## src/hw/afe_seq_pkg.sv

```systemverilog
/*
 * Shared constants for the front-end power-up sequencer: timing counts,
 * serial frame layout, device register offsets and values, and the
 * host controller's own register map.
 * Assumes a single 40 MHz system clock shared by both ends.
 */
package afe_seq_pkg;

    // Clock and timing
    localparam int SYS_PERIOD_NS  = 25;
    localparam int MCLK_HALF_CYC  = 1;
    localparam int MOD_PER_MCLK   = 4;
    localparam int MOD_CYC        = MOD_PER_MCLK * 2 * MCLK_HALF_CYC;
    localparam int TPOR_MOD       = 2 ** 11;
    localparam int TRST_MOD       = 1;
    localparam int POR_CYC        = TPOR_MOD * MOD_CYC;
    localparam int RST_CYC        = TRST_MOD * MOD_CYC;
    localparam int POLL_NS        = 10000;
    localparam int POLL_CYC       = POLL_NS / SYS_PERIOD_NS;
    localparam int SCLK_HALF_CYC  = 2;

    // Serial frame: {opcode, address, data}, MSB first
    localparam int         FRAME_BITS = 16;
    localparam logic [2:0] OP_WRITE   = 3'h2;
    localparam logic [2:0] OP_NOP     = 3'h0;

    // Device register offsets
    localparam int         DEV_REG_NUM     = 10;
    localparam logic [4:0] ADDR_GC1        = 5'h01;
    localparam logic [4:0] ADDR_GC2        = 5'h02;
    localparam logic [4:0] ADDR_LEAD_OFF_CONTROL       = 5'h03;
    localparam logic [4:0] ADDR_CH4        = 5'h04;
    localparam logic [4:0] ADDR_CH5        = 5'h05;
    localparam logic [4:0] ADDR_BIAS_POS   = 5'h06;
    localparam logic [4:0] ADDR_BIAS_NEG   = 5'h07;
    localparam logic [4:0] ADDR_LEAD_OFF_CONTROL_SENSE = 5'h08;
    localparam logic [4:0] ADDR_GC3        = 5'h09;
    localparam logic [7:0] DEV_REG_RST     = 8'h00;

    // Device register fields
    localparam int GC2_COMP_ON   = 6;
    localparam int GC3_AMP_ON    = 2;
    localparam int GC3_REF_INT   = 3;
    localparam int GC3_MEAS      = 4;
    localparam int LEAD_OFF_CONTROL_DC       = 4;
    localparam int LEAD_OFF_CONTROL_THR_LSB  = 5;

    // Values written by the start-up sequence
    localparam logic [7:0] VAL_GC1       = 8'h02;
    localparam logic [7:0] VAL_LEAD_OFF_CONTROL      = 8'h10;
    localparam logic [7:0] VAL_GC2       = 8'hE0;
    localparam logic [7:0] VAL_LEAD_OFF_SENSE_SELECT = 8'h0F;
    localparam logic [7:0] VAL_BIAS_POS  = 8'h07;
    localparam logic [7:0] VAL_BIAS_NEG  = 8'h07;
    localparam logic [7:0] VAL_GC3_AMP   = 8'h4C;
    localparam logic [7:0] VAL_GC3_MEAS  = 8'h5C;
    localparam logic [7:0] VAL_CH4       = 8'h87;
    localparam logic [7:0] VAL_CH5       = 8'h82;
    localparam logic [3:0] SEQ_BASIC_LEN = 4'h7;
    localparam logic [3:0] SEQ_FULL_LEN  = 4'hA;

    // Host controller registers (byte addresses)
    localparam logic [7:0] HREG_CTRL     = 8'h00;
    localparam logic [7:0] HREG_STATUS   = 8'h04;
    localparam logic [7:0] HREG_IRQ_STAT = 8'h08;
    localparam logic [7:0] HREG_IRQ_CLR  = 8'h0C;
    localparam logic [7:0] HREG_IRQ_EN   = 8'h10;
    localparam logic [7:0] HREG_LEAD_OFF_CONTROL     = 8'h14;
    localparam int         CTRL_GO       = 0;
    localparam int         CTRL_MEAS     = 1;
    localparam int         IRQ_W         = 3;
    localparam int         EV_DONE       = 0;
    localparam int         EV_LEAD_OFF_CONTROL       = 1;
    localparam int         EV_SUPPLY     = 2;

endpackage : afe_seq_pkg

```

## src/hw/afe_link_if.sv

```systemverilog
/*
 * Pins between host controller and front-end device.
 * Both ends run on the same system clock; no clocking block.
 */
`timescale 1ns/100ps
interface afe_link_if;
    logic mclk;
    logic reset_n;
    logic cs_n;
    logic sclk;
    logic mosi;
    logic miso;

    modport host   (output mclk, output reset_n, output cs_n, output sclk,
                    output mosi, input miso);
    modport device (input mclk, input reset_n, input cs_n, input sclk,
                    input mosi, output miso);
endinterface : afe_link_if

```

## src/hw/afe_frame_shifter.sv

```systemverilog
/*
 * Serial frame shifter used by the host: one 16-bit full-duplex frame per
 * start pulse, data launched with sclk low, sampled on sclk rise.
 * Assumes start is only raised while no frame is in flight.
 */
`timescale 1ns/100ps
module afe_frame_shifter
    import afe_seq_pkg::*;
(
    // Clock and reset
    input  wire logic        sys_clk,
    input  wire logic        rst_b,
    // Request side
    input  wire logic        pins_on,
    input  wire logic        start,
    input  wire logic [15:0] tx_word,
    output      logic        done,
    output      logic [15:0] rx_word,
    // Serial pins
    input  wire logic        miso,
    output      logic        sclk,
    output      logic        mosi,
    output      logic        cs_n
);
    typedef struct packed {
        logic        active;
        logic [3:0]  half;
        logic [4:0]  bits;
        logic        sclk;
        logic        mosi;
        logic        cs_n;
        logic [15:0] sh;
        logic [15:0] rx;
        logic        done;
    } shift_s;

    shift_s shift_reg;
    shift_s shift_next;

    always_comb begin
        shift_next      = shift_reg;
        shift_next.done = 1'b0;
        if (!pins_on) begin
            // Every pin low while supplies are not yet trusted
            shift_next = '0;
        end else if (!shift_reg.active) begin
            shift_next.cs_n = 1'b1;
            shift_next.sclk = 1'b0;
            shift_next.mosi = 1'b0;
            if (start) begin
                shift_next.active = 1'b1;
                shift_next.cs_n   = 1'b0;
                shift_next.sh     = tx_word;
                shift_next.mosi   = tx_word[15];
                shift_next.half   = 4'h0;
                shift_next.bits   = 5'h00;
            end
        end else if (shift_reg.half != 4'(SCLK_HALF_CYC - 1)) begin
            shift_next.half = shift_reg.half + 4'h1;
        end else begin
            shift_next.half = 4'h0;
            if (!shift_reg.sclk) begin
                shift_next.sclk = 1'b1;
                shift_next.rx   = {shift_reg.rx[14:0], miso};
            end else begin
                shift_next.sclk = 1'b0;
                if (shift_reg.bits == 5'(FRAME_BITS - 1)) begin
                    shift_next.active = 1'b0;
                    shift_next.cs_n   = 1'b1;
                    shift_next.mosi   = 1'b0;
                    shift_next.done   = 1'b1;
                end else begin
                    shift_next.bits = shift_reg.bits + 5'h01;
                    shift_next.sh   = {shift_reg.sh[14:0], 1'b0};
                    shift_next.mosi = shift_reg.sh[14];
                end
            end
        end
    end

    always_ff @(posedge sys_clk or negedge rst_b) begin
        if (!rst_b) begin
            shift_reg <= '0;
        end else begin
            shift_reg <= shift_next;
        end
    end

    assign done    = shift_reg.done;
    assign rx_word = shift_reg.rx;
    assign sclk    = shift_reg.sclk;
    assign mosi    = shift_reg.mosi;
    assign cs_n    = shift_reg.cs_n;

endmodule : afe_frame_shifter

```

## src/hw/afe_host.sv

```systemverilog
/*
 * Host controller end: supply watch, master clock, power-on wait, reset
 * pulse, start-up register writes, lead-off status polling, and a small
 * software register port with interrupt.
 * Assumes supply_ok is asynchronous; software port is on sys_clk.
 */
`timescale 1ns/100ps
module afe_host
    import afe_seq_pkg::*;
#(
    parameter int POR_CYCLES = POR_CYC
)
(
    // Clock and reset
    input  wire logic        sys_clk,
    input  wire logic        rst_b,
    // Software port
    input  wire logic [7:0]  addr,
    input  wire logic [31:0] wr_data,
    input  wire logic        wr_en,
    input  wire logic        rd_en,
    output      logic [31:0] rd_data,
    output      logic        irq,
    // Board
    input  wire logic        supply_ok,
    // Link to device
    afe_link_if.host         link
);
    typedef enum logic [2:0] {
        ST_OFF = 3'b000,
        ST_POR = 3'b001,
        ST_RST = 3'b011,
        ST_CFG = 3'b010,
        ST_RUN = 3'b110
    } host_state_e;

    typedef struct packed {
        host_state_e      st;
        logic [2:0]       sup_sync;
        logic             sup_ok;
        logic             go;
        logic             meas;
        logic [15:0]      cnt;
        logic [3:0]       mdiv;
        logic [3:0]       step;
        logic             busy;
        logic             start;
        logic             poll;
        logic             mclk;
        logic             reset_n;
        logic [7:0]       lead_off_control_stat;
        logic [IRQ_W-1:0] irq_stat;
        logic [IRQ_W-1:0] irq_en;
        logic             irq;
        logic [31:0]      rd_data;
    } host_s;

    host_s host_reg;
    host_s host_next;

    logic        frame_done;
    logic [15:0] rx_word;
    logic [15:0] tx_word;

    // Start-up write list, in issue order
    function automatic logic [15:0] seq_frame(input logic [3:0] idx);
        logic [4:0] a;
        logic [7:0] d;
        a = ADDR_GC1;
        d = VAL_GC1;
        case (idx)
            4'h1: begin a = ADDR_LEAD_OFF_CONTROL;       d = VAL_LEAD_OFF_CONTROL;      end
            4'h2: begin a = ADDR_GC2;        d = VAL_GC2;       end
            4'h3: begin a = ADDR_LEAD_OFF_CONTROL_SENSE; d = VAL_LEAD_OFF_SENSE_SELECT; end
            4'h4: begin a = ADDR_BIAS_POS;   d = VAL_BIAS_POS;  end
            4'h5: begin a = ADDR_BIAS_NEG;   d = VAL_BIAS_NEG;  end
            4'h6: begin a = ADDR_GC3;        d = VAL_GC3_AMP;   end
            4'h7: begin a = ADDR_GC3;        d = VAL_GC3_MEAS;  end
            4'h8: begin a = ADDR_CH4;        d = VAL_CH4;       end
            4'h9: begin a = ADDR_CH5;        d = VAL_CH5;       end
            default: begin a = ADDR_GC1;     d = VAL_GC1;       end
        endcase
        return {OP_WRITE, a, d};
    endfunction : seq_frame

    assign tx_word = host_reg.poll ? {OP_NOP, 5'h00, 8'h00} : seq_frame(host_reg.step);

    always_comb begin
        logic [IRQ_W-1:0] ev;
        logic [IRQ_W-1:0] clr;
        logic [3:0]       last;
        ev   = '0;
        clr  = '0;
        last = (host_reg.meas ? SEQ_FULL_LEN : SEQ_BASIC_LEN) - 4'h1;

        host_next          = host_reg;
        host_next.start    = 1'b0;
        host_next.rd_data  = 32'h0000_0000;
        host_next.sup_sync = {host_reg.sup_sync[1:0], supply_ok};
        if (host_reg.sup_sync[1] == host_reg.sup_sync[2]) begin
            host_next.sup_ok = host_reg.sup_sync[2];
        end

        if (wr_en) begin
            case (addr)
                HREG_CTRL: begin
                    host_next.go   = wr_data[CTRL_GO];
                    host_next.meas = wr_data[CTRL_MEAS];
                end
                HREG_IRQ_CLR: clr = wr_data[IRQ_W-1:0];
                HREG_IRQ_EN:  host_next.irq_en = wr_data[IRQ_W-1:0];
                default: ;
            endcase
        end

        // Master clock runs from the power-on wait onward
        if (host_reg.st == ST_OFF) begin
            host_next.mclk = 1'b0;
            host_next.mdiv = 4'h0;
        end else if (host_reg.mdiv == 4'(MCLK_HALF_CYC - 1)) begin
            host_next.mclk = ~host_reg.mclk;
            host_next.mdiv = 4'h0;
        end else begin
            host_next.mdiv = host_reg.mdiv + 4'h1;
        end

        unique case (host_reg.st)
            ST_OFF: begin
                host_next.reset_n = 1'b0;
                host_next.busy    = 1'b0;
                if (host_reg.sup_ok && host_reg.go) begin
                    host_next.st      = ST_POR;
                    host_next.reset_n = 1'b1;
                    host_next.cnt     = 16'h0000;
                end
            end
            ST_POR: begin
                host_next.cnt = host_reg.cnt + 16'h0001;
                // Full count: first mclk edge lags this state by a cycle
                if (host_reg.cnt == 16'(POR_CYCLES)) begin
                    host_next.st      = ST_RST;
                    host_next.reset_n = 1'b0;
                    host_next.cnt     = 16'h0000;
                end
            end
            ST_RST: begin
                host_next.cnt = host_reg.cnt + 16'h0001;
                if (host_reg.cnt == 16'(RST_CYC - 1)) begin
                    host_next.st      = ST_CFG;
                    host_next.reset_n = 1'b1;
                    host_next.step    = 4'h0;
                    host_next.cnt     = 16'h0000;
                end
            end
            ST_CFG: begin
                // One frame in flight at a time keeps the list in order
                if (!host_reg.busy) begin
                    host_next.start = 1'b1;
                    host_next.busy  = 1'b1;
                    host_next.poll  = 1'b0;
                end else if (frame_done) begin
                    host_next.busy = 1'b0;
                    if (host_reg.step == last) begin
                        host_next.st   = ST_RUN;
                        ev[EV_DONE]    = 1'b1;
                    end else begin
                        host_next.step = host_reg.step + 4'h1;
                    end
                end
            end
            ST_RUN: begin
                host_next.cnt = host_reg.cnt + 16'h0001;
                if (!host_reg.busy && host_reg.cnt >= 16'(POLL_CYC - 1)) begin
                    host_next.start = 1'b1;
                    host_next.busy  = 1'b1;
                    host_next.poll  = 1'b1;
                    host_next.cnt   = 16'h0000;
                end else if (host_reg.busy && frame_done) begin
                    host_next.busy      = 1'b0;
                    host_next.lead_off_control_stat = rx_word[15:8];
                    if (rx_word[15:8] != host_reg.lead_off_control_stat) begin
                        ev[EV_LEAD_OFF_CONTROL] = 1'b1;
                    end
                end
            end
            default: begin
                host_next.st = ST_OFF;
            end
        endcase

        // Losing the supply drops every pin low again
        if (!host_reg.sup_ok && host_reg.st != ST_OFF) begin
            host_next.st      = ST_OFF;
            host_next.reset_n = 1'b0;
            host_next.busy    = 1'b0;
            host_next.start   = 1'b0;
            ev[EV_SUPPLY]     = 1'b1;
        end

        // New event wins over a clear in the same cycle
        host_next.irq_stat = (host_reg.irq_stat & ~clr) | ev;
        host_next.irq      = |(host_next.irq_stat & host_next.irq_en);

        if (rd_en) begin
            case (addr)
                HREG_CTRL:     host_next.rd_data = {30'h0, host_reg.meas, host_reg.go};
                HREG_STATUS:   host_next.rd_data = {20'h0, host_reg.step, 1'b0,
                                                    host_reg.st, 2'h0,
                                                    host_reg.st == ST_RUN,
                                                    host_reg.sup_ok};
                HREG_IRQ_STAT: host_next.rd_data = {29'h0, host_reg.irq_stat};
                HREG_IRQ_EN:   host_next.rd_data = {29'h0, host_reg.irq_en};
                HREG_LEAD_OFF_CONTROL:     host_next.rd_data = {24'h0, host_reg.lead_off_control_stat};
                default:       host_next.rd_data = 32'h0000_0000;
            endcase
        end
    end

    always_ff @(posedge sys_clk or negedge rst_b) begin
        if (!rst_b) begin
            host_reg <= '0;
        end else begin
            host_reg <= host_next;
        end
    end

    afe_frame_shifter i_afe_frame_shifter (
        .sys_clk (sys_clk),
        .rst_b   (rst_b),
        .pins_on (host_reg.st != ST_OFF),
        .start   (host_reg.start),
        .tx_word (tx_word),
        .done    (frame_done),
        .rx_word (rx_word),
        .miso    (link.miso),
        .sclk    (link.sclk),
        .mosi    (link.mosi),
        .cs_n    (link.cs_n)
    );

    assign link.mclk    = host_reg.mclk;
    assign link.reset_n = host_reg.reset_n;
    assign rd_data      = host_reg.rd_data;
    assign irq          = host_reg.irq;

endmodule : afe_host

```

## src/flat_wrapper.sv

```systemverilog
// flat-port wrapper written by rule: the top's interface ports become plain ports
module afe_host_flat import afe_seq_pkg::*;
#(
    parameter int POR_CYCLES = POR_CYC
)
  (sys_clk, rst_b, addr, wr_data, wr_en, rd_en, rd_data, irq, supply_ok, link_mclk, link_reset_n, link_cs_n, link_sclk, link_mosi, link_miso);
  afe_link_if link_i ();
  input  wire logic sys_clk;
  input  wire logic rst_b;
  input  wire logic [7:0] addr;
  input  wire logic [31:0] wr_data;
  input  wire logic wr_en;
  input  wire logic rd_en;
  output      logic [31:0] rd_data;
  output      logic irq;
  input  wire logic supply_ok;
  output wire logic [$bits(link_i.mclk)-1:0] link_mclk;
  output wire logic [$bits(link_i.reset_n)-1:0] link_reset_n;
  output wire logic [$bits(link_i.cs_n)-1:0] link_cs_n;
  output wire logic [$bits(link_i.sclk)-1:0] link_sclk;
  output wire logic [$bits(link_i.mosi)-1:0] link_mosi;
  input wire logic [$bits(link_i.miso)-1:0] link_miso;
  assign link_mclk = link_i.mclk;
  assign link_reset_n = link_i.reset_n;
  assign link_cs_n = link_i.cs_n;
  assign link_sclk = link_i.sclk;
  assign link_mosi = link_i.mosi;
  assign link_i.miso = link_miso;
  afe_host #(.POR_CYCLES(POR_CYCLES)) u_core (.sys_clk(sys_clk), .rst_b(rst_b), .addr(addr), .wr_data(wr_data), .wr_en(wr_en), .rd_en(rd_en), .rd_data(rd_data), .irq(irq), .supply_ok(supply_ok), .link(link_i));
endmodule
```

## config.mk

```make
export PLATFORM = sky130hd
export DESIGN_NAME = afe_host_flat
export DESIGN_NICKNAME = d
export VERILOG_FILES = /design/src/hw/afe_seq_pkg.sv /design/src/hw/afe_link_if.sv /design/src/hw/afe_frame_shifter.sv /design/src/hw/afe_host.sv /design/src/flat_wrapper.sv
export SDC_FILE = /design/constraint.sdc
export NUM_CORES = 1
export LEC_CHECK = 0
export BUFFER_PORTS_ARGS = -buffer_cell sky130_fd_sc_hd__buf_2
export CAP_MARGIN = 0
export CORE_MARGIN = 2
export CORE_UTILIZATION = 35
export DETAILED_ROUTE_END_ITERATION = 8
export HOLD_SLACK_MARGIN = 0.05
export PLACE_DENSITY = 0.57
export SLEW_MARGIN = 15
export SYNTH_ARGS = -nofsm -noshare
export SYNTH_HDL_FRONTEND = slang
export SYNTH_SLANG_ARGS = --single-unit
```

## constraint.sdc

```tcl
create_clock -name sys_clk -period 5 [get_ports sys_clk]
set_input_delay 1.5 -clock sys_clk [delete_from_list [all_inputs] [get_ports sys_clk]]
set_output_delay 1.5 -clock sys_clk [all_outputs]
set_load 0.02 [all_outputs]
```

## Word-level counts from Yosys, hierarchy flattened

Memories as Yosys holds them, arrays and structs flattened.
Index checks and enable logic that the tools add are counted.

| storage, ports and cells | value |
|---|---|
| flip-flop bits (word level) | 130 |
| bits in read-only memories | 192 |
| input port bits | 46 |
| output and inout port bits | 38 |
| word-level logic and storage cells | 181 |
| memories | 1 |

| operators by class | value |
|---|---|
| $add $sub $neg | 6 |
| order comparisons | 1 |
| eq/ne operators | 39 |
| muxes and demuxes | 72 |
| bitwise gates (word level) | 6 |
| reductions and logical operators | 29 |

Memory list:

| memory | depth | width | read ports | clocked after Yosys merged registers in | write ports | RTL line | RTL |
|---|---|---|---|---|---|---|---|
| (name not given) | 16 | 12 | 1 | 0 | 0 | afe_host.sv:71 | `case (idx)` |

Operators with widths:

| kind | number |
|---|---|
| $mux 16 | 6 |
| $pmux 16 s4 | 1 |
| $pmux 12 s5 | 1 |
| $mux 46 | 1 |
| $mux 41 | 1 |
| $mux 18 | 2 |
| $mux 3 | 11 |
| $mux 32 | 1 |
| $mux 29 | 1 |
| $mux 4 | 7 |
| $mux 1 | 26 |
| $mux 17 | 1 |
| $add 16x1->16 const B | 1 |
| $eq 16x15->1 const B | 1 |
| $eq 16x3->1 const B | 1 |
| $eq 8x4->1 const B | 2 |
| $eq 8x5->1 const B | 2 |
| $ge 16x9->1 const B | 1 |
| $mux 15 | 1 |
| $mux 5 | 3 |
| $ne 3x1->1 const B | 5 |
| $pmux 3 s5 | 1 |
| $reduce_and 3->1 | 5 |
| $add 4x1->4 const B | 3 |
| 37 further kinds | 68 |

## Logic depth before layout (Yosys ltp)

Gate-level depths: netlist of run 1.

| logic depth | value |
|---|---|
| depth after elaboration | 10 |
| depth in mapped cells | 9 |
| gate-level depth less buffers | 8 |

## Cells and area by module

From an unflattened synthesis of run 1, not the netlist that was laid out.

| unflattened totals | value |
|---|---|
| cells, all modules | 608 |
| area, all modules | 6269.8 µm² |

Modules (own cells, without submodules):

| module | times used | cells each | area an instance (µm²) | seq. area each (µm²) |
|---|---|---|---|---|
| afe_host | 1 | 383 | 3799.9 | 1626.6 |
| afe_frame_shifter | 1 | 225 | 2469.9 | 1126.1 |

## Worst setup path before layout of run 1

No wires, ideal clock.

| timing | value |
|---|---|
| path kind | input -> register |
| start | input port addr[5] |
| end | register u_core.host_reg, in the netlist u_core.irq |
| setup time | 0.126 ns |
| arrival | 3.135 ns |
| data required time | 4.874 ns |
| slack | 1.739 ns |
| stages | 5 |
| path buffers | 0 |
| path through | or4_4 > nor4_2 > mux2_2 > o21a_1 > a221o_1 |

RTL lines:

| item | RTL line | RTL |
|---|---|---|
| start, declared | flat_wrapper.sv:10 | `input wire logic [7:0] addr;` |
| end signal, assigned | afe_host.sv:223 | `host_reg <= host_next;` |
| end, declared | afe_host.sv:58 | `host_s host_reg;` |

==> flow_metrics.py, run 1 <==
metrics = {
    "sta": {
        "slew_headroom": 0.4838,
        "hold_viol_final": 0,
        "finClkSkew_ps": 6.991,
        "fin_crit_ps": 3109,
        "setup_violations": 0,
        "timing.final.crit_share": 0.6218,
        "timing.setup.tns_ps": 0,
        "fmax_mhz": 321.7,
        "rsz0062_at_grt": "no",
        "max_slew.worst_pin.slew_ps": 773.5,
        "fin_hold_ws_ps": 353.9,
        "report.final.slew_viol_count": 0,
    },
    "yosys": {
        "yosysMostFrequentCell": "dfrtp_1",
        "async_flop_share": 1.000,
        "postSynthCellCount": 592,
        "syn_avg_cell_area_um2": 9.762,
        "seq_area_frac_synth": 0.4763,
        "ys_types": 61,
        "synth_seq_cells": 110,
        "synth.top_cells.by_count": "dfrtp_1, nand2_1, nor2_1",
        "synth_largest_area_cell": "dfrtp_1",
        "synth_area_um2": 5779,
        "synth_edf_count": 0,
        "synth_top_cells_by_area": "dfrtp_1, nand2_1, buf_4, a22o_1, mux2_2",
        "synth_warnings": 0,
        "yosysTopAreaCellShare": 0.4763,
        "synth_ff_type": "dfrtp_1",
    },
    "grt": {
        "grt_pass1_wl_um": 21150,
        "grt_max_degree": 58,
        "antenna_found_initial": 0,
        "grt_pass1_vias": 4110,
        "grt_usage": 0.1478,
        "grt_remaining_overflow": 0,
    },
    "hold_path": {
        "holdPathEnd": "u_core.host_next[81]$_DFF_PN0_",
        "whs_path_depth": 0,
        "min_path_type": "register to register",
        "hold_path.startpoint": "u_core.host_next[80]$_DFF_PN0_",
    },
    "clocking": {
        "clk_path_buf_depth": 2,
        "cts_buffers": 9,
        "post_cts_buffers": 0,
        "cts_root_buffer": "clkbuf_16",
        "path_clk_slew_ps": 80,
        "cts_resized": 0,
        "holdBufCountCts": 0,
        "htree_num_levels": 3,
        "tritoncts": "built",
        "clk-insertion-delay-late_ps": 350,
        "cts_sinks": 110,
    },
    "route": {
        "dr.pass1.iters": 4,
        "drc": 0,
        "wl_per_cell_um": 15.09,
        "final_antenna_net_count": 0,
        "drt-total-wl_um": 12430,
        "vias_per_cell": 5.223,
        "vias": 4304,
        "drt_iter0_markers": 252,
    },
    "floorplanning": {
        "num_rows": 46,
        "die_h_um": 132.5,
        "core_area_um2": 16000,
        "dieArea_um2": 17560,
        "fp.dieW_um": 132.5,
        "start_util": 0.3612,
        "ioPinCount": 84,
    },
    "worst_setup_path": {
        "r2r_slack_ps": 2580,
        "critPathRequiredTime_ps": 5240,
        "crit_path_cell_trace": "buf_2 > or4_4 > nor4_2 > mux2_2 > o21a_1 > a221o_1",
        "arrival_ps": 3350,
        "critical_path_buf_inv_count": 1,
        "cp_max_fo": 5,
        "critPathLaunchType": "input port",
        "crit_family": "simple AND/OR/NAND/NOR gates",
        "timing.rr.end": "u_core.host_reg[63]$_DFFE_PN0P_",
        "end_kind": "register",
        "critPathMaxStageDelay_ps": 560,
        "r2r_cells": 6,
        "cpMaxStageDelayCell": "or4_4",
        "crit_type": "input port to register",
        "r2r_start": "u_core.host_reg[72]$_DFFE_PN0P_",
    },
    "power_and_ir_drop": {
        "ir_drop_v": 0.0001716,
        "p_comb_frac": 0.070,
        "intPower_w": 0.001348,
        "powerDensity_nw_per_um2": 285.3,
        "swShare": 0.2528,
        "power_frac_clock": 0.413,
        "p_sw_w": 0.0004561,
        "seqPwrFrac": 0.516,
        "power.leakage_nw": 2.877,
    },
    "placed_design": {
        "place_congestion": 0.8610,
        "portBuffers": 34,
        "hpwl_um": 8813,
    },
    "finish": {
        "final_layout_size_suffix_gt1_frac": 0.1447,
        "fin_util": 0.3952,
        "area_delta_synth_final_pct": 9.418,
        "largest_reg_flops": 48,
        "finalNetCount": 663,
        "antenna_cells": 0,
    },
    "outcome": {
        "status": "finished clean",
    },
    "run": {
        "drv_cap": 0,
    },
}
cell usage in the layout, fill, tap and decap left out, types with 4 or more instances in the layout:
cell	instances
xnor2_1	6
nand2_1	65
nor3_1	18
nand3b_1	4
and2_1	4
and3_1	5
mux2i_1	6
nor2_1	45
or3_1	7
inv_1	20
and4_1	5
ha_1	14
nor3b_1	5
clkbuf_16	9
o22ai_1	8
nand3_1	21
a31oi_1	6
nor2b_1	9
a221oi_1	4
nor4_1	11
buf_4	8
xor2_1	8
mux2_2	16
conb_1	20
buf_2	33
nand2b_1	8
a21oi_1	17
dfrtp_1	110
o21ai_0	25
a22o_1	25
o211ai_1	10
through the flow:
step	power [W]	area, µm²	cells	worst slack (ps)
6_report	0.001804	6324	824	1891
5_1_grt	0.001888	6324	824	1825
4_1_cts	0.001829	6315	824	1881
3_5_place_dp	0.001078	6005	808	1500
3_3_place_gp	0.001070	6005	808	1507
2_1_floorplan	0.001034	5851	611	1739
logic make-up after synthesis:
kind of cell / Yosys count / share of synthesized area
and+or+nand+nor: 227 / 0.2029
AOI/OAI and AO/OA: 121 / 0.1461
DFF: 110 / 0.4763
buffers and inverters: 80 / 0.07404
muxes: 24 / 0.04676
adders and majority gates: 15 / 0.03204
xor gates and xnor gates: 14 / 0.02122
other: 1 / 0.0006489
worst reg2reg max path: cells and delay by family (launching register included):
family,cells,cell delay (ps)
compound gates,2,280
buf+inv,1,200
flops,1,430
simple gates,3,1360
how the worst max path moves through the flow:
stage	start	end	slack, ps	depth (start not counted)
2_1_floorplan	addr[5]	u_core.irq$_DFF_PN0_	1740	5
3_3_place_gp	addr[5]	u_core.irq$_DFF_PN0_	1510	6
3_5_place_dp	addr[5]	u_core.irq$_DFF_PN0_	1500	6
4_1_cts	addr[5]	u_core.irq$_DFF_PN0_	1880	6
5_1_grt	addr[5]	u_core.irq$_DFF_PN0_	1820	6
6_report	addr[5]	u_core.irq$_DFF_PN0_	1890	6
final cells by class:
type | instances | area (µm²)
Sequential cell | 110 | 2753
Clock inverter | 7 | 85.08
Clock buffer | 9 | 225.2
Inverter | 20 | 75.07
Tap cell | 216 | 270.3
Fill cell | 1612 | 9677
Multi-Input combinational cell | 421 | 2690
Timing Repair Buffer | 41 | 225.2
routing by layer:
layer  global-route usage  vias up  wire, µm
met5                    0        -         0
met4              0.03106        0       117
met3              0.04138       13       626
met2               0.2237       76      5595
met1               0.2119     2124      6094
li1                     -     2091         -
power by group through the flow:
stage,Sequential (W),Clock (W),Combinational (W)
after global placement,0.000947,0,0.000123
after global routing,0.000936,0.000805,0.000146
after detailed placement,0.000949,0,0.000129
after CTS,0.000931,0.000768,0.000129
final,0.000932,0.000746,0.000126
after floorplan,0.000944,0,0.0000901
No activity file was read; power rests on OpenSTA's default activity.
==> run 2: changes to the inputs <==
==> constraint.sdc (replaced) <==
create_clock -name sys_clk -period 3.2 [get_ports sys_clk]
set_input_delay 0.96 -clock sys_clk [delete_from_list [all_inputs] [get_ports sys_clk]]
set_output_delay 0.96 -clock sys_clk [all_outputs]
set_load 0.02 [all_outputs]
==> run 2 against run 1 <==
Die area did not move. Non-clock buffer count rose by 2. Register-to-register slack got worse by 1900 ps. Clock skew fell by 0.52 ps. Critical path depth did not move. Cell count rose by 0.24%. Combinational power rose by 56%. Cell area rose by 0.28%. Worst setup slack got worse by 1300 ps. Highest routed layer unchanged.
==> flow_metrics.py, run 2 (synthesis gave the netlist of run 1 again) <==
metrics = {
    "route": {
        "drt_iter0_markers": 287,
        "vias": 4310,
        "drt-total-wl_um": 12680,
        "vias_per_cell": 5.218,
        "wl_per_cell_um": 15.35,
        "dr.pass1.iters": 5,
        "final_antenna_net_count": 0,
        "drc": 0,
    },
    "clocking": {
        "cts_resized": 0,
        "cts_sinks": 110,
        "cts_root_buffer": "clkbuf_16",
        "tritoncts": "built",
        "cts_buffers": 9,
        "post_cts_buffers": 0,
        "htree_num_levels": 3,
        "clk-insertion-delay-late_ps": 350,
        "path_clk_slew_ps": 70,
        "holdBufCountCts": 0,
        "clk_path_buf_depth": 2,
    },
    "finish": {
        "fin_area_um2": 6341,
        "largest_reg_flops": 48,
        "finalNetCount": 665,
        "antenna_cells": 0,
        "final_cell_mix": "dfrtp_1, nand2_1, nor2_1",
        "final_cells": 826,
        "final_layout_size_suffix_gt1_frac": 0.1443,
        "area_delta_synth_final_pct": 9.721,
        "fill_cells": 1609,
        "layout_commonest_cell": "dfrtp_1",
    },
    "floorplanning": {
        "die_h_um": 132.5,
        "ioPinCount": 84,
        "dieArea_um2": 17560,
        "core_area_um2": 16000,
        "num_rows": 46,
        "start_util": 0.3612,
        "fp.dieW_um": 132.5,
    },
    "sta": {
        "setup_violations": 0,
        "slew_headroom": 0.4911,
        "timing.setup.tns_ps": 0,
        "fin_hold_ws_ps": 352.1,
        "fin_crit_ps": 2560,
        "max_slew.worst_pin.slew_ps": 759.2,
        "timing.final.crit_share": 0.8000,
        "fmax_mhz": 390.6,
        "rsz0062_at_grt": "no",
        "finClkSkew_ps": 6.468,
        "report.final.slew_viol_count": 0,
        "hold_viol_final": 0,
    },
    "worst_setup_path": {
        "critPathLaunchType": "input port",
        "critPathMaxStageDelay_ps": 560,
        "cp_max_fo": 5,
        "crit_family": "simple AND/OR/NAND/NOR gates",
        "critPathRequiredTime_ps": 3430,
        "arrival_ps": 2790,
        "critical_path_buf_inv_count": 1,
        "cpMaxStageDelayCell": "or4_4",
        "end_kind": "register",
        "crit_type": "input port to register",
        "crit_path_cell_trace": "buf_2 > or4_4 > nor4_2 > mux2_2 > o21a_1 > a221o_1",
    },
    "grt": {
        "grt_pass1_vias": 4066,
        "grt_max_degree": 53,
        "grt_remaining_overflow": 0,
        "grt_pass1_wl_um": 20950,
        "antenna_found_initial": 0,
        "grt_usage": 0.1466,
    },
    "placed_design": {
        "hpwl_um": 8907,
        "postPlaceCellArea_um2": 6032,
        "dp.cells": 810,
        "place_congestion": 0.8080,
        "portBuffers": 34,
    },
    "power_and_ir_drop": {
        "power_frac_clock": 0.410,
        "intPower_w": 0.002137,
        "ir_drop_v": 0.0002905,
        "power.leakage_nw": 2.888,
        "swShare": 0.2379,
        "seqPwrFrac": 0.519,
        "p_comb_frac": 0.070,
        "p_sw_w": 0.0006669,
        "powerDensity_nw_per_um2": 442.2,
    },
    "run": {
        "drv_cap": 0,
    },
    "outcome": {
        "status": "finished clean",
    },
    "hold_path": {
        "min_path_type": "register to register",
    },
}
-- run 2: path summary, 6_finish.rpt --
kind                                                  from                                                    to  slack [ps]  depth (start not counted)
setup / recovery                                   addr[5]                                  u_core.irq$_DFF_PN0_         640                          6
hold / removal              u_core.host_next[80]$_DFF_PN0_                        u_core.host_next[81]$_DFF_PN0_         350                          0
setup reg to reg           u_core.host_reg[73]$_DFFE_PN0P_                       u_core.host_reg[65]$_DFFE_PN0P_         700                          6
hold reg to reg             u_core.host_next[80]$_DFF_PN0_                        u_core.host_next[81]$_DFF_PN0_         350                          0
max in group asynchronous                            rst_b                       u_core.host_reg[62]$_DFFE_PN0P_        1930                          2
min in group asynchronous                            rst_b  u_core.i_afe_frame_shifter.shift_reg[44]$_DFFE_PN0N_         550                          1
-- run 2: area by class of cell --
type | count | area, µm² | share of cell area
Clock buffer | 12 | 256.5 | 0.04045
Clock inverter | 4 | 52.55 | 0.008287
Sequential cell | 110 | 2753 | 0.4341
Multi-Input combinational cell | 421 | 2681 | 0.4228
Timing Repair Buffer | 43 | 252.7 | 0.03986
Tap cell | 216 | 270.3 | 0.04262
Inverter | 20 | 75.07 | 0.01184
-- run 2: power by group through the flow --
stage | sequential (W) | clock (W) | combinational (W)
4_1_cts | 0.00145 | 0.00119 | 0.000200
3_5_place_dp | 0.00148 | 0 | 0.000200
6_report | 0.00146 | 0.00115 | 0.000197
2_1_floorplan | 0.00148 | 0 | 0.000141
3_3_place_gp | 0.00148 | 0 | 0.000196
5_1_grt | 0.00146 | 0.00124 | 0.000223
-- run 2: per-layer routing --
metal | wire length, µm | vias up | track usage
met4 | 144 | 0 | 0.03763
met2 | 5759 | 87 | 0.2242
met5 | 0 | - | 0
li1 | - | 2090 | -
met1 | 6236 | 2120 | 0.2081
met3 | 536 | 13 | 0.03640
-- run 2: per-stage QoR --
| step | utilization | setup WS [ps] | total power (W) |
|---|---|---|---|
| 6_report | 0.3963 | 640.0 | 0.002804 |
| 5_1_grt | 0.3963 | 503.1 | 0.002926 |
| 4_1_cts | 0.3963 | 638.0 | 0.002845 |
| 3_5_place_dp | 0.3770 | 255.2 | 0.001682 |
| 3_3_place_gp | 0.3770 | 285.2 | 0.001676 |
| 2_1_floorplan | - | 478.6 | 0.001616 |
